### src/verilog/apr_map.svh
// Named constants for the serial remote-control packet interpreter
`ifndef APR_MAP_SVH
`define APR_MAP_SVH

// ----------------------------------------------------------------------
// Clock and character timing
// ----------------------------------------------------------------------
`define APR_CLK_HZ       50000000
`define APR_BAUD_MIN     1200
`define APR_BAUD_MAX     19200
`define APR_BAUD_SEL_MAX 3'h4
`define APR_STOP_IDX     4'h9
`define APR_DATA_LAST    4'h8

// ----------------------------------------------------------------------
// Packet characters
// ----------------------------------------------------------------------
`define APR_CH_CMD   8'h3c
`define APR_CH_RSP   8'h3e
`define APR_CH_DELIM 8'h2f
`define APR_CH_EQ    8'h3d
`define APR_CH_QRY   8'h3f
`define APR_CH_BANG  8'h21
`define APR_CH_STAR  8'h2a
`define APR_CH_CR    8'h0d
`define APR_CH_LF    8'h0a
`define APR_CH_ZERO  8'h30
`define APR_CH_NINE  8'h39
`define APR_CH_UPA   8'h41
`define APR_CH_UPZ   8'h5a
`define APR_CH_PRLO  8'h20
`define APR_CH_PRHI  8'h7e
`define APR_INS_ADDR 24'h535041

// ----------------------------------------------------------------------
// Packet positions and reset values
// ----------------------------------------------------------------------
`define APR_POS_DELIM 4'h4
`define APR_POS_QUAL  4'h8
`define APR_ARG_DIGS  3'h4
`define APR_ARG_SAT   3'h5
`define APR_LAST_DATA 4'hf
`define APR_LAST_BARE 4'hb
`define APR_ADDR_RST  16'h0001

`endif

### src/verilog/apr_pkg.sv
// Types shared by the remote-control packet interpreter
package apr_pkg;
    typedef enum logic [2:0] {
        ST_HUNT  = 3'h0,
        ST_HEAD  = 3'h1,
        ST_ARGS  = 3'h3,
        ST_CHECK = 3'h2,
        ST_SEND  = 3'h6,
        ST_WAIT  = 3'h7
    } apr_state_t;
endpackage

### src/verilog/apr_uart.sv
// Character receiver and transmitter, 8 data bits, no parity, 1 stop bit
`timescale 1ns/1ns
`include "apr_map.svh"
module apr_uart import apr_pkg::*; (
    // Clock and reset
    input  wire logic       clk,
    input  wire logic       rstn,
    // Bit period in clock cycles
    input  wire logic [15:0] bitCyc,
    // Serial lines
    input  wire logic       rxPin,
    output logic            txLine,
    // Byte side
    output logic            rxValid,
    output logic [7:0]      rxByte,
    input  wire logic       txGo,
    input  wire logic [7:0] txByte,
    output logic            txBusy
);
    logic        rxS1;
    logic        rxS2;
    logic        rxS3;
    logic        rxOn;
    logic [15:0] rxCnt;
    logic [3:0]  rxBit;
    logic [7:0]  rxShift;
    logic [15:0] txCnt;
    logic [3:0]  txBit;
    logic [8:0]  txShift;

    // ------------------------------------------------------------------
    // Receiver
    // ------------------------------------------------------------------
    always_ff @(posedge clk) begin
        if (!rstn) begin
            rxS1 <= 1'b1;
            rxS2 <= 1'b1;
            rxS3 <= 1'b1;
        end else begin
            rxS1 <= rxPin;
            rxS2 <= rxS1;
            rxS3 <= rxS2;
        end
    end

    // Samples at mid-bit; a start bit gone high again is taken as a glitch
    always_ff @(posedge clk) begin
        if (!rstn) begin
            rxOn    <= 1'b0;
            rxCnt   <= 16'h0000;
            rxBit   <= 4'h0;
            rxShift <= 8'h00;
            rxValid <= 1'b0;
            rxByte  <= 8'h00;
        end else begin
            rxValid <= 1'b0;
            if (!rxOn) begin
                if (rxS3 && !rxS2) begin
                    rxOn  <= 1'b1;
                    rxCnt <= bitCyc >> 1;
                    rxBit <= 4'h0;
                end
            end else if (rxCnt != 16'h0000) begin
                rxCnt <= rxCnt - 16'h0001;
            end else begin
                rxCnt <= bitCyc - 16'h0001;
                if (rxBit == 4'h0) begin
                    rxOn  <= !rxS2;
                    rxBit <= 4'h1;
                end else if (rxBit <= `APR_DATA_LAST) begin
                    rxShift <= {rxS2, rxShift[7:1]};
                    rxBit   <= rxBit + 4'h1;
                end else begin
                    rxOn <= 1'b0;
                    if (rxS2) begin
                        rxValid <= 1'b1;
                        rxByte  <= rxShift;
                    end
                end
            end
        end
    end

    // ------------------------------------------------------------------
    // Transmitter
    // ------------------------------------------------------------------
    always_ff @(posedge clk) begin
        if (!rstn) begin
            txBusy  <= 1'b0;
            txLine  <= 1'b1;
            txCnt   <= 16'h0000;
            txBit   <= 4'h0;
            txShift <= 9'h1ff;
        end else if (!txBusy) begin
            if (txGo) begin
                txBusy  <= 1'b1;
                txLine  <= 1'b0;
                txShift <= {1'b1, txByte};
                txCnt   <= bitCyc - 16'h0001;
                txBit   <= 4'h0;
            end
        end else if (txCnt != 16'h0000) begin
            txCnt <= txCnt - 16'h0001;
        end else begin
            txCnt <= bitCyc - 16'h0001;
            if (txBit == `APR_STOP_IDX) begin
                txBusy <= 1'b0;
            end else begin
                txLine  <= txShift[0];
                txShift <= {1'b1, txShift[8:1]};
                txBit   <= txBit + 4'h1;
            end
        end
    end
endmodule

### src/verilog/apr_remote_ctrl.sv
// Slave-side ASCII packet interpreter for a half-duplex serial link
// How it works
// - Characters use eight data bits, no parity, one stop bit.
// - Bit rate selectable from 1200 to 19200 baud.
// - Line driver enabled only while a reply is being sent.
// - Device transmits only in answer to a packet addressed to it.
// - Every addressed packet is answered; broadcast address zero gets none.
// - Reply: '>', four digits, '/', three letters, qualifier, optional args.
// - Start characters mark packet start only; '<' restarts parsing anywhere.
// - Unit address 1 to 9999, four digits, set by address command.
// - Reply carries the same address the command used.
// - Instruction letters are upper case only, case sensitive.
// - Only printable characters, CR and LF, appear in packets.
// - Reply ends with CR then LF.
// - Qualifier '=' ok, '?' bad argument, '*' valid but change disallowed.
// - Unrecognised instruction is echoed with '!'.
// - Arguments are digits only; a period, comma or other character marks them bad.
`timescale 1ns/1ns
`include "apr_map.svh"
module apr_remote_ctrl import apr_pkg::*; #(
    parameter int unsigned BIT_CYC_SLOW = `APR_CLK_HZ / `APR_BAUD_MIN
) (
    // Clock and reset
    input  wire logic       clk,
    input  wire logic       rstn,
    // Serial link
    input  wire logic       rxPin,
    output logic            txLine,
    output logic            txDrvEn,
    // Configuration pins
    input  wire logic [2:0] baudSel,
    input  wire logic       addrLock,
    // Status
    output logic [15:0]     unitAddr
);
    apr_state_t  st_reg;
    logic [3:0]  pos_reg;
    logic [3:0]  idx_reg;
    logic [15:0] rxAddr_reg;
    logic [23:0] ins_reg;
    logic [7:0]  qual_reg;
    logic [15:0] argBcd_reg;
    logic [2:0]  argCnt_reg;
    logic        argBad_reg;
    logic [7:0]  repQual_reg;
    logic        repData_reg;
    logic [2:0]  baudS1;
    logic [2:0]  baudS2;
    logic        lockS1;
    logic        lockS2;
    logic [15:0] bitCyc;
    logic        rxValid;
    logic [7:0]  rxByte;
    logic        txBusy;
    logic [7:0]  txByteSel;
    logic [7:0]  qualSel;
    logic        headOk;
    logic        isDigit;
    logic        isPrint;
    logic        known;
    logic        addrHit;
    logic        setOk;
    logic        dataSel;
    logic        doWrite;
    logic [3:0]  lastIdx;

    // ------------------------------------------------------------------
    // Pin synchronisers and bit timing
    // ------------------------------------------------------------------
    always_ff @(posedge clk) begin
        if (!rstn) begin
            baudS1 <= 3'h0;
            baudS2 <= 3'h0;
            lockS1 <= 1'b0;
            lockS2 <= 1'b0;
        end else begin
            baudS1 <= baudSel;
            baudS2 <= baudS1;
            lockS1 <= addrLock;
            lockS2 <= lockS1;
        end
    end

    // Rates are the slowest one doubled per step; larger codes clamp at the top rate
    always_comb begin
        if (baudS2 > `APR_BAUD_SEL_MAX) begin
            bitCyc = 16'(BIT_CYC_SLOW >> `APR_BAUD_SEL_MAX);
        end else begin
            bitCyc = 16'(BIT_CYC_SLOW >> baudS2);
        end
    end

    apr_uart uart (
        .clk     (clk),
        .rstn    (rstn),
        .bitCyc  (bitCyc),
        .rxPin   (rxPin),
        .txLine  (txLine),
        .rxValid (rxValid),
        .rxByte  (rxByte),
        .txGo    (st_reg == ST_SEND),
        .txByte  (txByteSel),
        .txBusy  (txBusy)
    );

    // ------------------------------------------------------------------
    // Character classes and command checks
    // ------------------------------------------------------------------
    always_comb begin
        isDigit = (rxByte >= `APR_CH_ZERO) && (rxByte <= `APR_CH_NINE);
        isPrint = ((rxByte >= `APR_CH_PRLO) && (rxByte <= `APR_CH_PRHI))
                  || (rxByte == `APR_CH_CR) || (rxByte == `APR_CH_LF);
        if (pos_reg < `APR_POS_DELIM) begin
            headOk = isDigit;
        end else if (pos_reg == `APR_POS_DELIM) begin
            headOk = rxByte == `APR_CH_DELIM;
        end else if (pos_reg < `APR_POS_QUAL) begin
            headOk = (rxByte >= `APR_CH_UPA) && (rxByte <= `APR_CH_UPZ);
        end else begin
            headOk = (rxByte == `APR_CH_EQ) || (rxByte == `APR_CH_QRY);
        end
    end

    assign known   = ins_reg == `APR_INS_ADDR;
    assign addrHit = rxAddr_reg == unitAddr;
    assign setOk   = (argCnt_reg == `APR_ARG_DIGS) && !argBad_reg
                     && (argBcd_reg != 16'h0000);
    assign dataSel = known && (qual_reg == `APR_CH_QRY) && (argCnt_reg == 3'h0)
                     && !argBad_reg;
    assign doWrite = (st_reg == ST_CHECK) && (addrHit || rxAddr_reg == 16'h0000)
                     && known && (qual_reg == `APR_CH_EQ) && setOk && !lockS2;
    assign lastIdx = repData_reg ? `APR_LAST_DATA : `APR_LAST_BARE;

    always_comb begin
        if (!known) begin
            qualSel = `APR_CH_BANG;
        end else if (qual_reg == `APR_CH_QRY) begin
            qualSel = dataSel ? `APR_CH_EQ : `APR_CH_QRY;
        end else if (!setOk) begin
            qualSel = `APR_CH_QRY;
        end else if (lockS2) begin
            qualSel = `APR_CH_STAR;
        end else begin
            qualSel = `APR_CH_EQ;
        end
    end

    // ------------------------------------------------------------------
    // Packet sequencer
    // ------------------------------------------------------------------
    // Receive is ignored while replying: on a two-wire bus it hears its own echo
    always_ff @(posedge clk) begin
        if (!rstn) begin
            st_reg  <= ST_HUNT;
            pos_reg <= 4'h0;
            idx_reg <= 4'h0;
        end else begin
            case (st_reg)
                ST_HUNT: begin
                    if (rxValid && rxByte == `APR_CH_CMD) begin
                        st_reg  <= ST_HEAD;
                        pos_reg <= 4'h0;
                    end
                end
                ST_HEAD: begin
                    if (rxValid) begin
                        if (rxByte == `APR_CH_CMD) begin
                            pos_reg <= 4'h0;
                        end else if (!headOk) begin
                            st_reg <= ST_HUNT;
                        end else if (pos_reg == `APR_POS_QUAL) begin
                            st_reg <= ST_ARGS;
                        end else begin
                            pos_reg <= pos_reg + 4'h1;
                        end
                    end
                end
                ST_ARGS: begin
                    if (rxValid) begin
                        if (rxByte == `APR_CH_CMD) begin
                            st_reg  <= ST_HEAD;
                            pos_reg <= 4'h0;
                        end else if (rxByte == `APR_CH_CR) begin
                            st_reg <= ST_CHECK;
                        end else if (!isPrint || rxByte == `APR_CH_RSP
                                     || rxByte == `APR_CH_LF) begin
                            st_reg <= ST_HUNT;
                        end
                    end
                end
                ST_CHECK: begin
                    idx_reg <= 4'h0;
                    st_reg  <= addrHit ? ST_SEND : ST_HUNT;
                end
                ST_SEND: begin
                    st_reg <= ST_WAIT;
                end
                ST_WAIT: begin
                    if (!txBusy) begin
                        if (idx_reg == lastIdx) begin
                            st_reg <= ST_HUNT;
                        end else begin
                            idx_reg <= idx_reg + 4'h1;
                            st_reg  <= ST_SEND;
                        end
                    end
                end
                default: begin
                    st_reg <= ST_HUNT;
                end
            endcase
        end
    end

    // ------------------------------------------------------------------
    // Field capture
    // ------------------------------------------------------------------
    always_ff @(posedge clk) begin
        if (!rstn) begin
            rxAddr_reg  <= 16'h0000;
            ins_reg     <= 24'h000000;
            qual_reg    <= 8'h00;
            argBcd_reg  <= 16'h0000;
            argCnt_reg  <= 3'h0;
            argBad_reg  <= 1'b0;
            repQual_reg <= 8'h00;
            repData_reg <= 1'b0;
        end else begin
            if (st_reg == ST_HEAD && rxValid && headOk) begin
                if (pos_reg < `APR_POS_DELIM) begin
                    rxAddr_reg <= {rxAddr_reg[11:0], rxByte[3:0]};
                end else if (pos_reg < `APR_POS_QUAL && pos_reg != `APR_POS_DELIM) begin
                    ins_reg <= {ins_reg[15:0], rxByte};
                end else if (pos_reg == `APR_POS_QUAL) begin
                    qual_reg   <= rxByte;
                    argBcd_reg <= 16'h0000;
                    argCnt_reg <= 3'h0;
                    argBad_reg <= 1'b0;
                end
            end
            if (st_reg == ST_ARGS && rxValid && rxByte != `APR_CH_CR) begin
                if (isDigit) begin
                    argBcd_reg <= {argBcd_reg[11:0], rxByte[3:0]};
                    if (argCnt_reg != `APR_ARG_SAT) begin
                        argCnt_reg <= argCnt_reg + 3'h1;
                    end
                end else begin
                    argBad_reg <= 1'b1;
                end
            end
            if (st_reg == ST_CHECK) begin
                repQual_reg <= qualSel;
                repData_reg <= dataSel;
            end
        end
    end

    // ------------------------------------------------------------------
    // Unit address and line driver
    // ------------------------------------------------------------------
    always_ff @(posedge clk) begin
        if (!rstn) begin
            unitAddr <= `APR_ADDR_RST;
        end else if (doWrite) begin
            unitAddr <= argBcd_reg;
        end
    end

    // Raised on the edge the start bit goes out, dropped after the last stop bit
    always_ff @(posedge clk) begin
        if (!rstn) begin
            txDrvEn <= 1'b0;
        end else begin
            txDrvEn <= (st_reg == ST_SEND) || (st_reg == ST_WAIT);
        end
    end

    // ------------------------------------------------------------------
    // Reply bytes
    // ------------------------------------------------------------------
    always_comb begin
        if (idx_reg == lastIdx) begin
            txByteSel = `APR_CH_LF;
        end else if (idx_reg == lastIdx - 4'h1) begin
            txByteSel = `APR_CH_CR;
        end else begin
            case (idx_reg)
                4'h0:    txByteSel = `APR_CH_RSP;
                4'h1:    txByteSel = `APR_CH_ZERO | {4'h0, rxAddr_reg[15:12]};
                4'h2:    txByteSel = `APR_CH_ZERO | {4'h0, rxAddr_reg[11:8]};
                4'h3:    txByteSel = `APR_CH_ZERO | {4'h0, rxAddr_reg[7:4]};
                4'h4:    txByteSel = `APR_CH_ZERO | {4'h0, rxAddr_reg[3:0]};
                4'h5:    txByteSel = `APR_CH_DELIM;
                4'h6:    txByteSel = ins_reg[23:16];
                4'h7:    txByteSel = ins_reg[15:8];
                4'h8:    txByteSel = ins_reg[7:0];
                4'h9:    txByteSel = repQual_reg;
                4'ha:    txByteSel = `APR_CH_ZERO | {4'h0, unitAddr[15:12]};
                4'hb:    txByteSel = `APR_CH_ZERO | {4'h0, unitAddr[11:8]};
                4'hc:    txByteSel = `APR_CH_ZERO | {4'h0, unitAddr[7:4]};
                4'hd:    txByteSel = `APR_CH_ZERO | {4'h0, unitAddr[3:0]};
                default: txByteSel = `APR_CH_CR;
            endcase
        end
    end
endmodule

### config.mk
export PLATFORM = sky130hd
export DESIGN_NAME = apr_remote_ctrl
export DESIGN_NICKNAME = d
export VERILOG_FILES = /design/src/verilog/apr_pkg.sv /design/src/verilog/apr_uart.sv /design/src/verilog/apr_remote_ctrl.sv
export VERILOG_INCLUDE_DIRS = /design/src /design/src/verilog
export SDC_FILE = /design/constraint.sdc
export NUM_CORES = 1
export LEC_CHECK = 0
export BUFFER_PORTS_ARGS = -buffer_cell sky130_fd_sc_hd__buf_2
export CORE_ASPECT_RATIO = 0.8
export CORE_MARGIN = 10
export CORE_UTILIZATION = 65
export DETAILED_ROUTE_END_ITERATION = 8
export PLACE_DENSITY = 0.95
export SLEW_MARGIN = 5
export SYNTH_ARGS = -nofsm -noshare
export SYNTH_HDL_FRONTEND = slang
export SYNTH_SLANG_ARGS = --single-unit
### constraint.sdc
create_clock -name clk -period 7.2 [get_ports clk]
set_clock_uncertainty 0.15 [all_clocks]
set_input_delay 1.44 -clock clk [delete_from_list [all_inputs] [get_ports clk]]
set_output_delay 1.44 -clock clk [all_outputs]
set_load 0.005 [all_outputs]
[Word level (Yosys, flattened, before mapping)]
Cells that the tools add are included.
Operators by class
  bitwise operators: 7
  shift operators: 1
  order comparisons: 10
  eq/ne operators: 53
  add/subtract/negate cells: 9
  multiplexer cells: 89
  reductions and logical operators: 54
Operator list (number)
  16-bit two-way mux: 13
  8-bit case mux with 14 select lines: 1
  4-bit two-way mux: 18
  3-bit two-way mux: 20
  8-bit by 6-bit equality test with 1-bit output, second input constant: 7
  16-bit nonzero test: 3
  16-bit by 1-bit subtractor with 16-bit output, second input constant: 3
  9-bit two-way mux: 4
  4-bit equality test, second input constant: 8
  24-bit by 23-bit equality test with 1-bit output, second input constant: 1
  1-bit two-way mux: 23
  4-bit by 3-bit equality test with 1-bit output, second input constant: 5
  1-bit logical AND: 20
  5-bit two-way mux: 4
  3-bit case mux with 6 select lines: 1
  4-bit by 1-bit adder with 4-bit output, second input constant: 4
  16-bit equality test: 1
  8-bit by 4-bit equality test with 1-bit output, second input constant: 2
  8-bit by 6-bit greater-or-equal comparator with 1-bit output, second input constant: 2
  8-bit by 7-bit <= comparator with 1-bit output, second input constant: 2
  16-bit logical NOT: 1
  8-bit two-way mux: 2
  2-bit != test, second input constant: 8
  16-bit by 3-bit right shift with 16-bit output, first input constant: 1
  other kinds (36): 69
Storage, ports and cells
  logic and storage cells: 254
  output and inout port bits: 18
  flip-flop bits (word level): 185
  input bits: 7

[Depth between registers and ports, before layout]
Gate-level depths: netlist of run 1.
  word-level depth: 12
  gate-level depth with buffers: 10
  mapped depth without buffers: 8

[By module]
From an unflattened synthesis of run 1, not the netlist that was laid out.
Second synthesis, totals
  cell total of the unflattened synthesis: 1180
  area, all modules: 9739.3 µm²
Modules (own cells, without submodules)
  apr_remote_ctrl: cells each 666, instances 1, area an instance 5617.9 µm², seq. area each 2202.1 µm²
  apr_uart: cells each 514, instances 1, area an instance 4121.5 µm², seq. area each 1421.4 µm²

[Worst setup path after synthesis of run 1]
No wires, ideal clock.
  path type: in2reg
  from: in rstn
  to: reg pos_reg[3]
  stages on the path: 5
  arrival: 2595 ps
  buffers on the path: 1
  setup slack: 4381 ps
  data required time: 6976 ps
  library setup time: 74 ps
  cells stage by stage: clkbuf_1 > nand2_1 > or3_1 > or4_1 > o21ai_0
RTL lines
  from (decl): RTL line apr_remote_ctrl.sv:25  | input wire logic rstn,
  to (signal assigned): RTL line apr_remote_ctrl.sv:174  | pos_reg <= pos_reg + 4'h1;
  to (decl): RTL line apr_remote_ctrl.sv:37  | logic [3:0] pos_reg;

[Worst setup path in the final report of run 1]
  from: reg uart.rxCnt[2]
  to: reg uart.rxShift[7]
Between the ends
  longest elaborated chain between the ends: 3
Ends and longest elaborated chain
  from (decl): RTL line apr_uart.sv:24  | logic [15:0] rxCnt;
  from (signal assigned): RTL line apr_uart.sv:60  | rxCnt <= bitCyc >> 1;
  from (signal assigned): RTL line apr_uart.sv:64  | rxCnt <= rxCnt - 16'h0001;
  from (signal assigned): RTL line apr_uart.sv:66  | rxCnt <= bitCyc - 16'h0001;
  16-bit nonzero test: RTL line apr_uart.sv:63  | end else if (rxCnt != 16'h0000) begin
  1-bit NOT (no line)
  4-bit AND reduction (no line)
  to (signal assigned): RTL line apr_uart.sv:71  | rxShift <= {rxS2, rxShift[7:1]};
  to (decl): RTL line apr_uart.sv:26  | logic [7:0] rxShift;
No other way between the ends.
A chain may end at the register's enable or synchronous reset.

==> key figures, run 1 <==
Run status
  – Outcome: completed

Global routing
  – Global-route met3 utilization: 0.0721
  – Met1 track demand over resource: 0.331
  – Total grt overflow: 0
  – Global-route wire length before repair: between 40000 and 50000 um
  – Initial antenna violation count: 0
  – Grt peak-use layer: met2
  – Tot GR Track Use: 0.250
  – Vias in the first global route: roughly 8200
  – Pin count of the biggest net entering global routing: between 90 and 100
  – Met2 global-route usage: 0.374

Layout
  – Area of the multi-input gates: about 5400 um2
  – Fill cell count: 1008
  – Number of antenna diodes: 0
  – Layout cells sized above 1: 0.0858
  – Final layout net count: 1169
  – Number of flip-flops under the largest register name: 24
  – Area used by sequential logic in the layout: 3620 um2
  – Area delta synth->final: 6.80%
  – Post-route design area: roughly 10000 um2

Route
  – Post-detailed-route via-to-cell ratio: 6.77
  – Number of nets with antenna violations after detailed routing: 0
  – Aggregate routed wire length: between 20000 and 30000 um
  – DR WL/cell: roughly 19 um
  – Detailed router's first-iteration violation count: 1513
  – Detailed Routing Iterations Pass 1: 7
  – DR vias: between 9000 and 10000
  – DRC violations left: 0

Clock network
  – Number of resized instances in the post-cts repair step: 0
  – Master cell of the clock root buffer: sky130_fd_sc_hd__clkbuf_16
  – CTS sink cnt: 181
  – Hold-fix buffer count after cts: 0
  – TritonCTS buffer count: 17
  – Number of buffers added for setup after CTS: 0
  – CTS tree: done
  – Deepest clock path buffer count: 2
  – Maximum level of the CTS H-tree: 4
  – Source-to-sink clock delay at the later pin of the worst-skew pair: 440 ps
  – Clock-pin slew of the registers on the worst-case setup and hold paths: around 70 ps

Timing
  – Shortest clock period the worst path allows after layout: 3090 ps
  – Unrepaired setup endpoints after global routing: no
  – Smallest setup slack after layout: between 4000 and 5000 ps
  – Max Fclk: 323 MHz
  – Post-route setup TNS: 0 ps
  – Number of hold-slack violations in the final timing report: 0
  – Share of the clock period used by the worst path after layout: 0.430
  – Worst-case headroom to the max-slew limit: 0.312
  – Post-Route Hold Slack: 278 ps
  – Final Max Tran Viols: 0
  – Total setup violations reported at the end of the flow: 0
  – Slew at the pin closest to its max-slew limit: ~1000 ps

Floorplan
  – Core Region: roughly 14000 um2
  – Horizontal die dimension: ~150 um
  – Die Y: around 130 um
  – I/O Pins: 25
  – Initial cell density of the core: 0.663
  – Die Footprint: ~20000 um2
  – Rows: 39

Hold path
  – Hold Crit Class: register to register
  – Number of cells on the worst hold path: 1

Yosys
  – Largest cells by area after synthesis: sky130_fd_sc_hd__dfxtp_1 (38%), sky130_fd_sc_hd__nand2_1 (6.0%), sky130_fd_sc_hd__nor2_1 (5.0%)
  – Ys flop type: sky130_fd_sc_hd__dfxtp_1
  – Top post-synthesis cells by count: sky130_fd_sc_hd__dfxtp_1 (181), sky130_fd_sc_hd__nand2_1 (151), sky130_fd_sc_hd__nor2_1 (126), sky130_fd_sc_hd__o21ai_0 (79), sky130_fd_sc_hd__a21oi_1 (63)
  – Cell with the most instances after synthesis: sky130_fd_sc_hd__dfxtp_1
  – Number of distinct library cells after synthesis: 87
  – Instance count of the mapped netlist: between 1000 and 1500
  – Biggest area consumer among synthesized cells: sky130_fd_sc_hd__dfxtp_1
  – Flop and latch count out of synthesis: about 180
  – Yosys warnings: 0
  – Area fraction of the dominant cell type after synthesis: 0.383
  – Number of nets produced by synthesis: about 1200
  – Number of synthesized flops with an enable pin: 0
  – Per-instance average area after synthesis: 8.08 um2
  – FFs w/ async S/R, synth: 0
  – Sequential element share of the synthesized area: 0.383
  – Summed instance area of the synthesized netlist: between 9000 and 10000 um2

Power and ir drop
  – Standby leakage power: between 0.003 and 0.004 uW
  – Maximum VDD drop: 0.000203 V
  – Power density normalized to cell area: 208 nW/um2
  – Final total power: roughly 2100 uW

Critical path
  – Count of cells along the worst register-to-register path: 6
  – Kind of end point of the critical path: register
  – CP required: 7370 ps
  – Slack of the worst reg-to-reg path: slightly above 4000 ps
  – Critical setup path kind: register to register
  – Data arrival time of the critical path: 3260 ps
  – Worst setup SP type: register
  – Top fanout value on the critical path: 16

Placed design
  – Number of buffers inserted by port buffering: 24
  – Pre-CTS setup slack: between 3000 and 4000 ps
  – Detailed Place HPWL: approximately 16000 um
  – Area post-placement: between 9000 and 10000 um2
  – Final GP Congestion: 0.959

Run
  – Number of max-cap violations: 0
metrics by stage:
step | cells | utilization
6_report | 1338 | 0.709
4_1_cts | 1338 | 0.709
2_1_floorplan | 1170 | -
3_5_place_dp | 1306 | 0.669
3_3_place_gp | 1306 | 0.669
5_1_grt | 1338 | 0.709
worst max-delay path: stages (launching register included):
cell	delay (ps)
sky130_fd_sc_hd__dfxtp_1	350
sky130_fd_sc_hd__or4_1	680
sky130_fd_sc_hd__nor4_4	380
sky130_fd_sc_hd__and2_0	730
sky130_fd_sc_hd__nand3_2	370
sky130_fd_sc_hd__nand3_1	190
sky130_fd_sc_hd__o21ai_0	90
per-layer routing:
layer	wire (um)	vias to the layer above
met1	10300	4193
met4	754	0
met2	11200	593
met3	3090	104
li1	-	4166
met5	0	-
cells by family after synthesis:
kind of cell    synth area share
flops                      0.383
mux                       0.0432
fa+ha+maj                 0.0278
compound gates             0.215
buf+inv                   0.0467
simple gates               0.252
xor+xnor                  0.0324
layout make-up:
| cell class | count | share of cell area |
|---|---|---|
| multi-input combinational | 880 | 0.534 |
| timing repair buffer | 31 | 0.0174 |
| sequential | 181 | 0.359 |
| clock buffer | 19 | 0.0429 |
| clock inverter | 13 | 0.0126 |
| inverter | 30 | 0.0112 |
| tap | 184 | 0.0228 |
cells in the final DEF, fill, tap and decap left out, types with 27 or more instances in the layout:
cell type,synthesis,final
sky130_fd_sc_hd__a22oi_1,36,36
sky130_fd_sc_hd__xor2_1,27,27
sky130_fd_sc_hd__dfxtp_1,181,181
sky130_fd_sc_hd__o21ai_0,79,79
sky130_fd_sc_hd__nand2_1,151,151
sky130_fd_sc_hd__mux2i_1,34,34
sky130_fd_sc_hd__inv_1,29,29
sky130_fd_sc_hd__a21oi_1,63,63
sky130_fd_sc_hd__nand3_1,45,45
sky130_fd_sc_hd__nor2_1,126,126
power by group:
group	switching (uW)	internal (uW)	total (uW)	leakage, uW
clock	417	482	899	0.000270
sequential	16.7	1010	1030	0.00146
combinational	110	59.2	169	0.00200
total	544	1550	2100	0.00373
final timing paths:
check / startpoint / end
max: uart.rxCnt[2] / uart.rxShift[7]
max reg2reg: uart.rxCnt[2] / uart.rxShift[7]
min reg2reg: uart.rxS1 / uart.rxS2
min: uart.rxS1 / uart.rxS2
Note: power is estimated with default switching activity, not from simulation.
==> inputs of run 2 (changes only) <==
- ABC_AREA: default -> 1
- CORE_UTILIZATION: 65 -> 57
- PLACE_DENSITY: 0.95 -> 0.89
- clock period: 7.2 -> 2.8 ns (I/O delays scaled with it)
==> run 2 against run 1 <==
Compared with the run above: flip-flop and latch count is the same; sequential power increased to 2.6 times the previous value; die area grew 16%; clock power increased to 2.7 times the previous value; clock-buffer cell count decreased by 2; via count rose by 7.8%; combinational power rose to 4.0 times the previous value; critical path depth increased by 5; largest cell class unchanged.
==> key figures, run 2 <==
Critical path
  – Critical-path cell with the highest stage delay: sky130_fd_sc_hd__dfxtp_1
  – Kind of end point of the critical path: register
  – Worst stage delay on the critical path: 590 ps (-140 ps)
  – Slack of the worst reg-to-reg path: 270 ps (-3840 ps)
  – Worst setup SP type: register
  – Cell breakdown of the critical path: nand2_1 -> inv_1 -> nand4_1 -> a21oi_1 -> nand2_1 -> nand2_2 -> nand2_4 -> nor2_8 -> nand2_4 -> nor2_1 -> nor2_1
  – Top fanout value on the critical path: 45 (+29)
  – Data arrival time of the critical path: 2710 ps (-550 ps)
  – Startpoint of the worst register-to-register path: uart.rxByte[0]
  – Terminus of the critical flop-to-flop path: ins_reg[4]
  – Critical setup path kind: register to register
  – Count of cells along the worst register-to-register path: 11 (+5)
  – CP required: 2980 ps (-4390 ps)

Route
  – Met2 layer wire length in the routed design: 11100 um (-1.2%)
  – Detailed Routing Iterations Pass 1: 6 (-1)
  – Met3 WL post-DR: 2790 um (-9.8%)
  – Number of nets with antenna violations after detailed routing: 0 (unchanged)
  – Detailed router's first-iteration violation count: 1241 (-18%)
  – Post-detailed-route via-to-cell ratio: 5.64 (-17%)
  – DRC violations left: 0 (unchanged)
  – DR vias: 9766 (+7.8%)
  – Highest Signal Layer: met4
  – Wl on met1: 11700 um (+14%)
  – Aggregate routed wire length: 26000 um (+2.4%)
  – DR WL/cell: 15.0 um (-21%)

Floorplan
  – Initial cell density of the core: 0.587 (-0.0763)
  – Die Footprint: 22900 um2 (+16%)
  – Horizontal die dimension: 167 um (+7.7%)
  – I/O Pins: 25 (unchanged)
  – Die Y: 137 um (+7.4%)
  – Core Region: 16700 um2 (+17%)
  – Rows: 42 (+7.7%)

Power and ir drop
  – Maximum VDD drop: 0.000408 V (+100%)
  – Power density normalized to cell area: 541 nW/um2 (+160%)
  – Final total power: 5790 uW (+180%)
  – Standby leakage power: 0.00515 uW (+38%)

Placed design
  – Total placed cells including tap cells: 1700 (+30%)
  – Number of buffers inserted by port buffering: 24 (unchanged)
  – Pre-CTS setup slack: 387 ps (-3580 ps)
  – Detailed Place HPWL: 18800 um (+15%)
  – Final GP Congestion: 1.05 (+9.1%)

Yosys
  – Yosys warnings: 0 (unchanged)
  – Per-instance average area after synthesis: 6.58 um2 (-19%)
  – Number of synthesized flops with an enable pin: 0 (unchanged)
  – Ys flop type: sky130_fd_sc_hd__dfxtp_1
  – Area fraction of the dominant cell type after synthesis: 0.369 (-0.0140)
  – Instance count of the mapped netlist: 1490 (+27%)
  – Top post-synthesis cells by count: sky130_fd_sc_hd__nand2_1 (347), sky130_fd_sc_hd__nor2_1 (231), sky130_fd_sc_hd__inv_1 (209), sky130_fd_sc_hd__dfxtp_1 (181), sky130_fd_sc_hd__a21oi_1 (86)
  – Largest cells by area after synthesis: sky130_fd_sc_hd__dfxtp_1 (37%), sky130_fd_sc_hd__nand2_1 (13%), sky130_fd_sc_hd__nor2_1 (8.8%)
  – Number of distinct library cells after synthesis: 50 (-43%)
  – Sequential element share of the synthesized area: 0.369 (-0.0140)
  – Summed instance area of the synthesized netlist: 9810 um2 (+3.8%)
  – Flop and latch count out of synthesis: 181 (unchanged)
  – Number of nets produced by synthesis: 1518 (+27%)
  – Cell with the most instances after synthesis: sky130_fd_sc_hd__nand2_1
  – FFs w/ async S/R, synth: 0 (unchanged)
  – Biggest area consumer among synthesized cells: sky130_fd_sc_hd__dfxtp_1

Global routing
  – Vias in the first global route: 8775 (+6.7%)
  – Pin count of the biggest net entering global routing: 75 (-20%)
  – Tot GR Track Use: 0.222 (-0.0281)
  – Total grt overflow: 0 (unchanged)
  – Initial antenna violation count: 0 (unchanged)
  – Global-route wire length before repair: 43100 um (+3.9%)

Layout
  – Cell Count, Final, Fillers Out: 1732 (+29%)
  – Layout cells sized above 1: 0.0688 (-0.0170)
  – Area delta synth->final: 9.02%
  – Final layout net count: 1527 (+31%)
  – Area used by sequential logic in the layout: 3620 um2 (unchanged)
  – Top library cells by usage in the layout, fill and taps aside: sky130_fd_sc_hd__nand2_1 (347), sky130_fd_sc_hd__nor2_1 (231), sky130_fd_sc_hd__inv_1 (209)
  – Area of the multi-input gates: 5130 um2 (-4.9%)
  – Number of antenna diodes: 0 (unchanged)
  – Number of flip-flops under the largest register name: 24 (unchanged)
  – Most common library cell in the layout ignoring fill and taps: sky130_fd_sc_hd__nand2_1
  – Fill cell count: 1432 (+42%)

Clock network
  – Source-to-sink clock delay at the later pin of the worst-skew pair: 450 ps (about the same)
  – Number of resized instances in the post-cts repair step: 0 (unchanged)
  – Hold-fix buffer count after cts: 0 (unchanged)
  – TritonCTS buffer count: 17 (unchanged)
  – Master cell of the clock root buffer: sky130_fd_sc_hd__clkbuf_16
  – Clock-pin slew of the registers on the worst-case setup and hold paths: 70 ps (about the same)
  – Deepest clock path buffer count: 2 (unchanged)
  – Number of buffers added for setup after CTS: 0 (unchanged)
  – Maximum level of the CTS H-tree: 4 (unchanged)
  – CTS tree: done
  – CTS sink cnt: 181 (unchanged)

Timing
  – Max Fclk: 395 MHz (+22%)
  – Shortest clock period the worst path allows after layout: 2530 ps (-558 ps)
  – Post-Route Hold Slack: 140 ps (-137 ps)
  – Share of the clock period used by the worst path after layout: 0.905 (+0.476)
  – Smallest setup slack after layout: 266 ps (-3840 ps)
  – Final Max Tran Viols: 0 (unchanged)
  – Slew at the pin closest to its max-slew limit: 755 ps (-275 ps)
  – Worst-case headroom to the max-slew limit: 0.491 (+0.179)
  – Post-route setup TNS: 0 ps (unchanged)
  – Number of hold-slack violations in the final timing report: 0 (unchanged)
  – Total setup violations reported at the end of the flow: 0 (unchanged)
  – Unrepaired setup endpoints after global routing: no

Hold path
  – Hold Crit Class: input pin to register
  – Number of cells on the worst hold path: 3 (+2)
  – Hold path start: baudSel[2]
  – Terminating pin of the worst hold path: baudS1[2]

Run
  – Number of max-cap violations: 0 (unchanged)

Run status
  – Outcome: completed
run 2: cell types whose count changed in the layout (fill, tap and decap cells not counted), moves of 15 or more:
cell,change
sky130_fd_sc_hd__a21oi_1,+23
sky130_fd_sc_hd__a22oi_1,-26
sky130_fd_sc_hd__inv_1,+180
sky130_fd_sc_hd__mux2i_1,-34
sky130_fd_sc_hd__nand2_1,+196
sky130_fd_sc_hd__nand2b_1,-15
sky130_fd_sc_hd__nand3_1,+28
sky130_fd_sc_hd__nor2_1,+105
run 2: power by group:
part	leakage [uW]	internal [uW]	switching, uW
combinational	0.00339	212	464
clock	0.000295	1290	1190
sequential	0.00146	2610	33.0
total	0.00515	4110	1680
run 2: per-layer routing:
| layer | global-route usage | vias up |
|---|---|---|
| met5 | 0 | - |
| met4 | 0.0628 | 0 |
| met3 | 0.0572 | 44 |
| met2 | 0.332 | 482 |
| met1 | 0.310 | 4442 |
| li1 | - | 4798 |
run 2: kinds of logic (layout without fill, tap and decap cells):
group	count (synthesis)	in the layout	synth area share
simple gates	737	737	0.319
buf+inv	267	289	0.108
compound gates	248	248	0.145
flops	181	181	0.369
xor+xnor	36	36	0.0321
fa+ha+maj	21	21	0.0268
run 2: metrics by stage:
stage,util,cell area [um2]
after floorplan,-,9810
after global placement,0.604,10100
after detailed placement,0.604,10100
after CTS,0.640,10700
after global routing,0.640,10700
final,0.640,10700
run 2: cell type report:
| class | count | share of cell area |
|---|---|---|
| timing repair buffer | 40 | 0.0227 |
| tap | 220 | 0.0257 |
| sequential | 181 | 0.339 |
| clock buffer | 17 | 0.0398 |
| inverter | 217 | 0.0762 |
| clock inverter | 15 | 0.0172 |
| multi-input combinational | 1042 | 0.480 |
run 2: worst max-delay path, delay by kind of cell (launching register included):
| kind | cells | cell delay [ps] |
|---|---|---|
| flops | 1 | 590 |
| buf+inv | 1 | 90 |
| compound gates | 1 | 190 |
| simple gates | 9 | 1380 |
run 2: worst max path at each step:
stage                              start             end  slack (ps)  cells past startpoint
after global placement    uart.rxByte[0]      ins_reg[1]         480                     11
after CTS                     pos_reg[0]      ins_reg[1]         360                     15
after floorplan               pos_reg[0]  rxAddr_reg[10]         920                     16
final                     uart.rxByte[0]      ins_reg[4]         270                     11
after detailed placement      pos_reg[0]      ins_reg[1]         390                     15
after global routing          pos_reg[0]      ins_reg[4]         110                     15
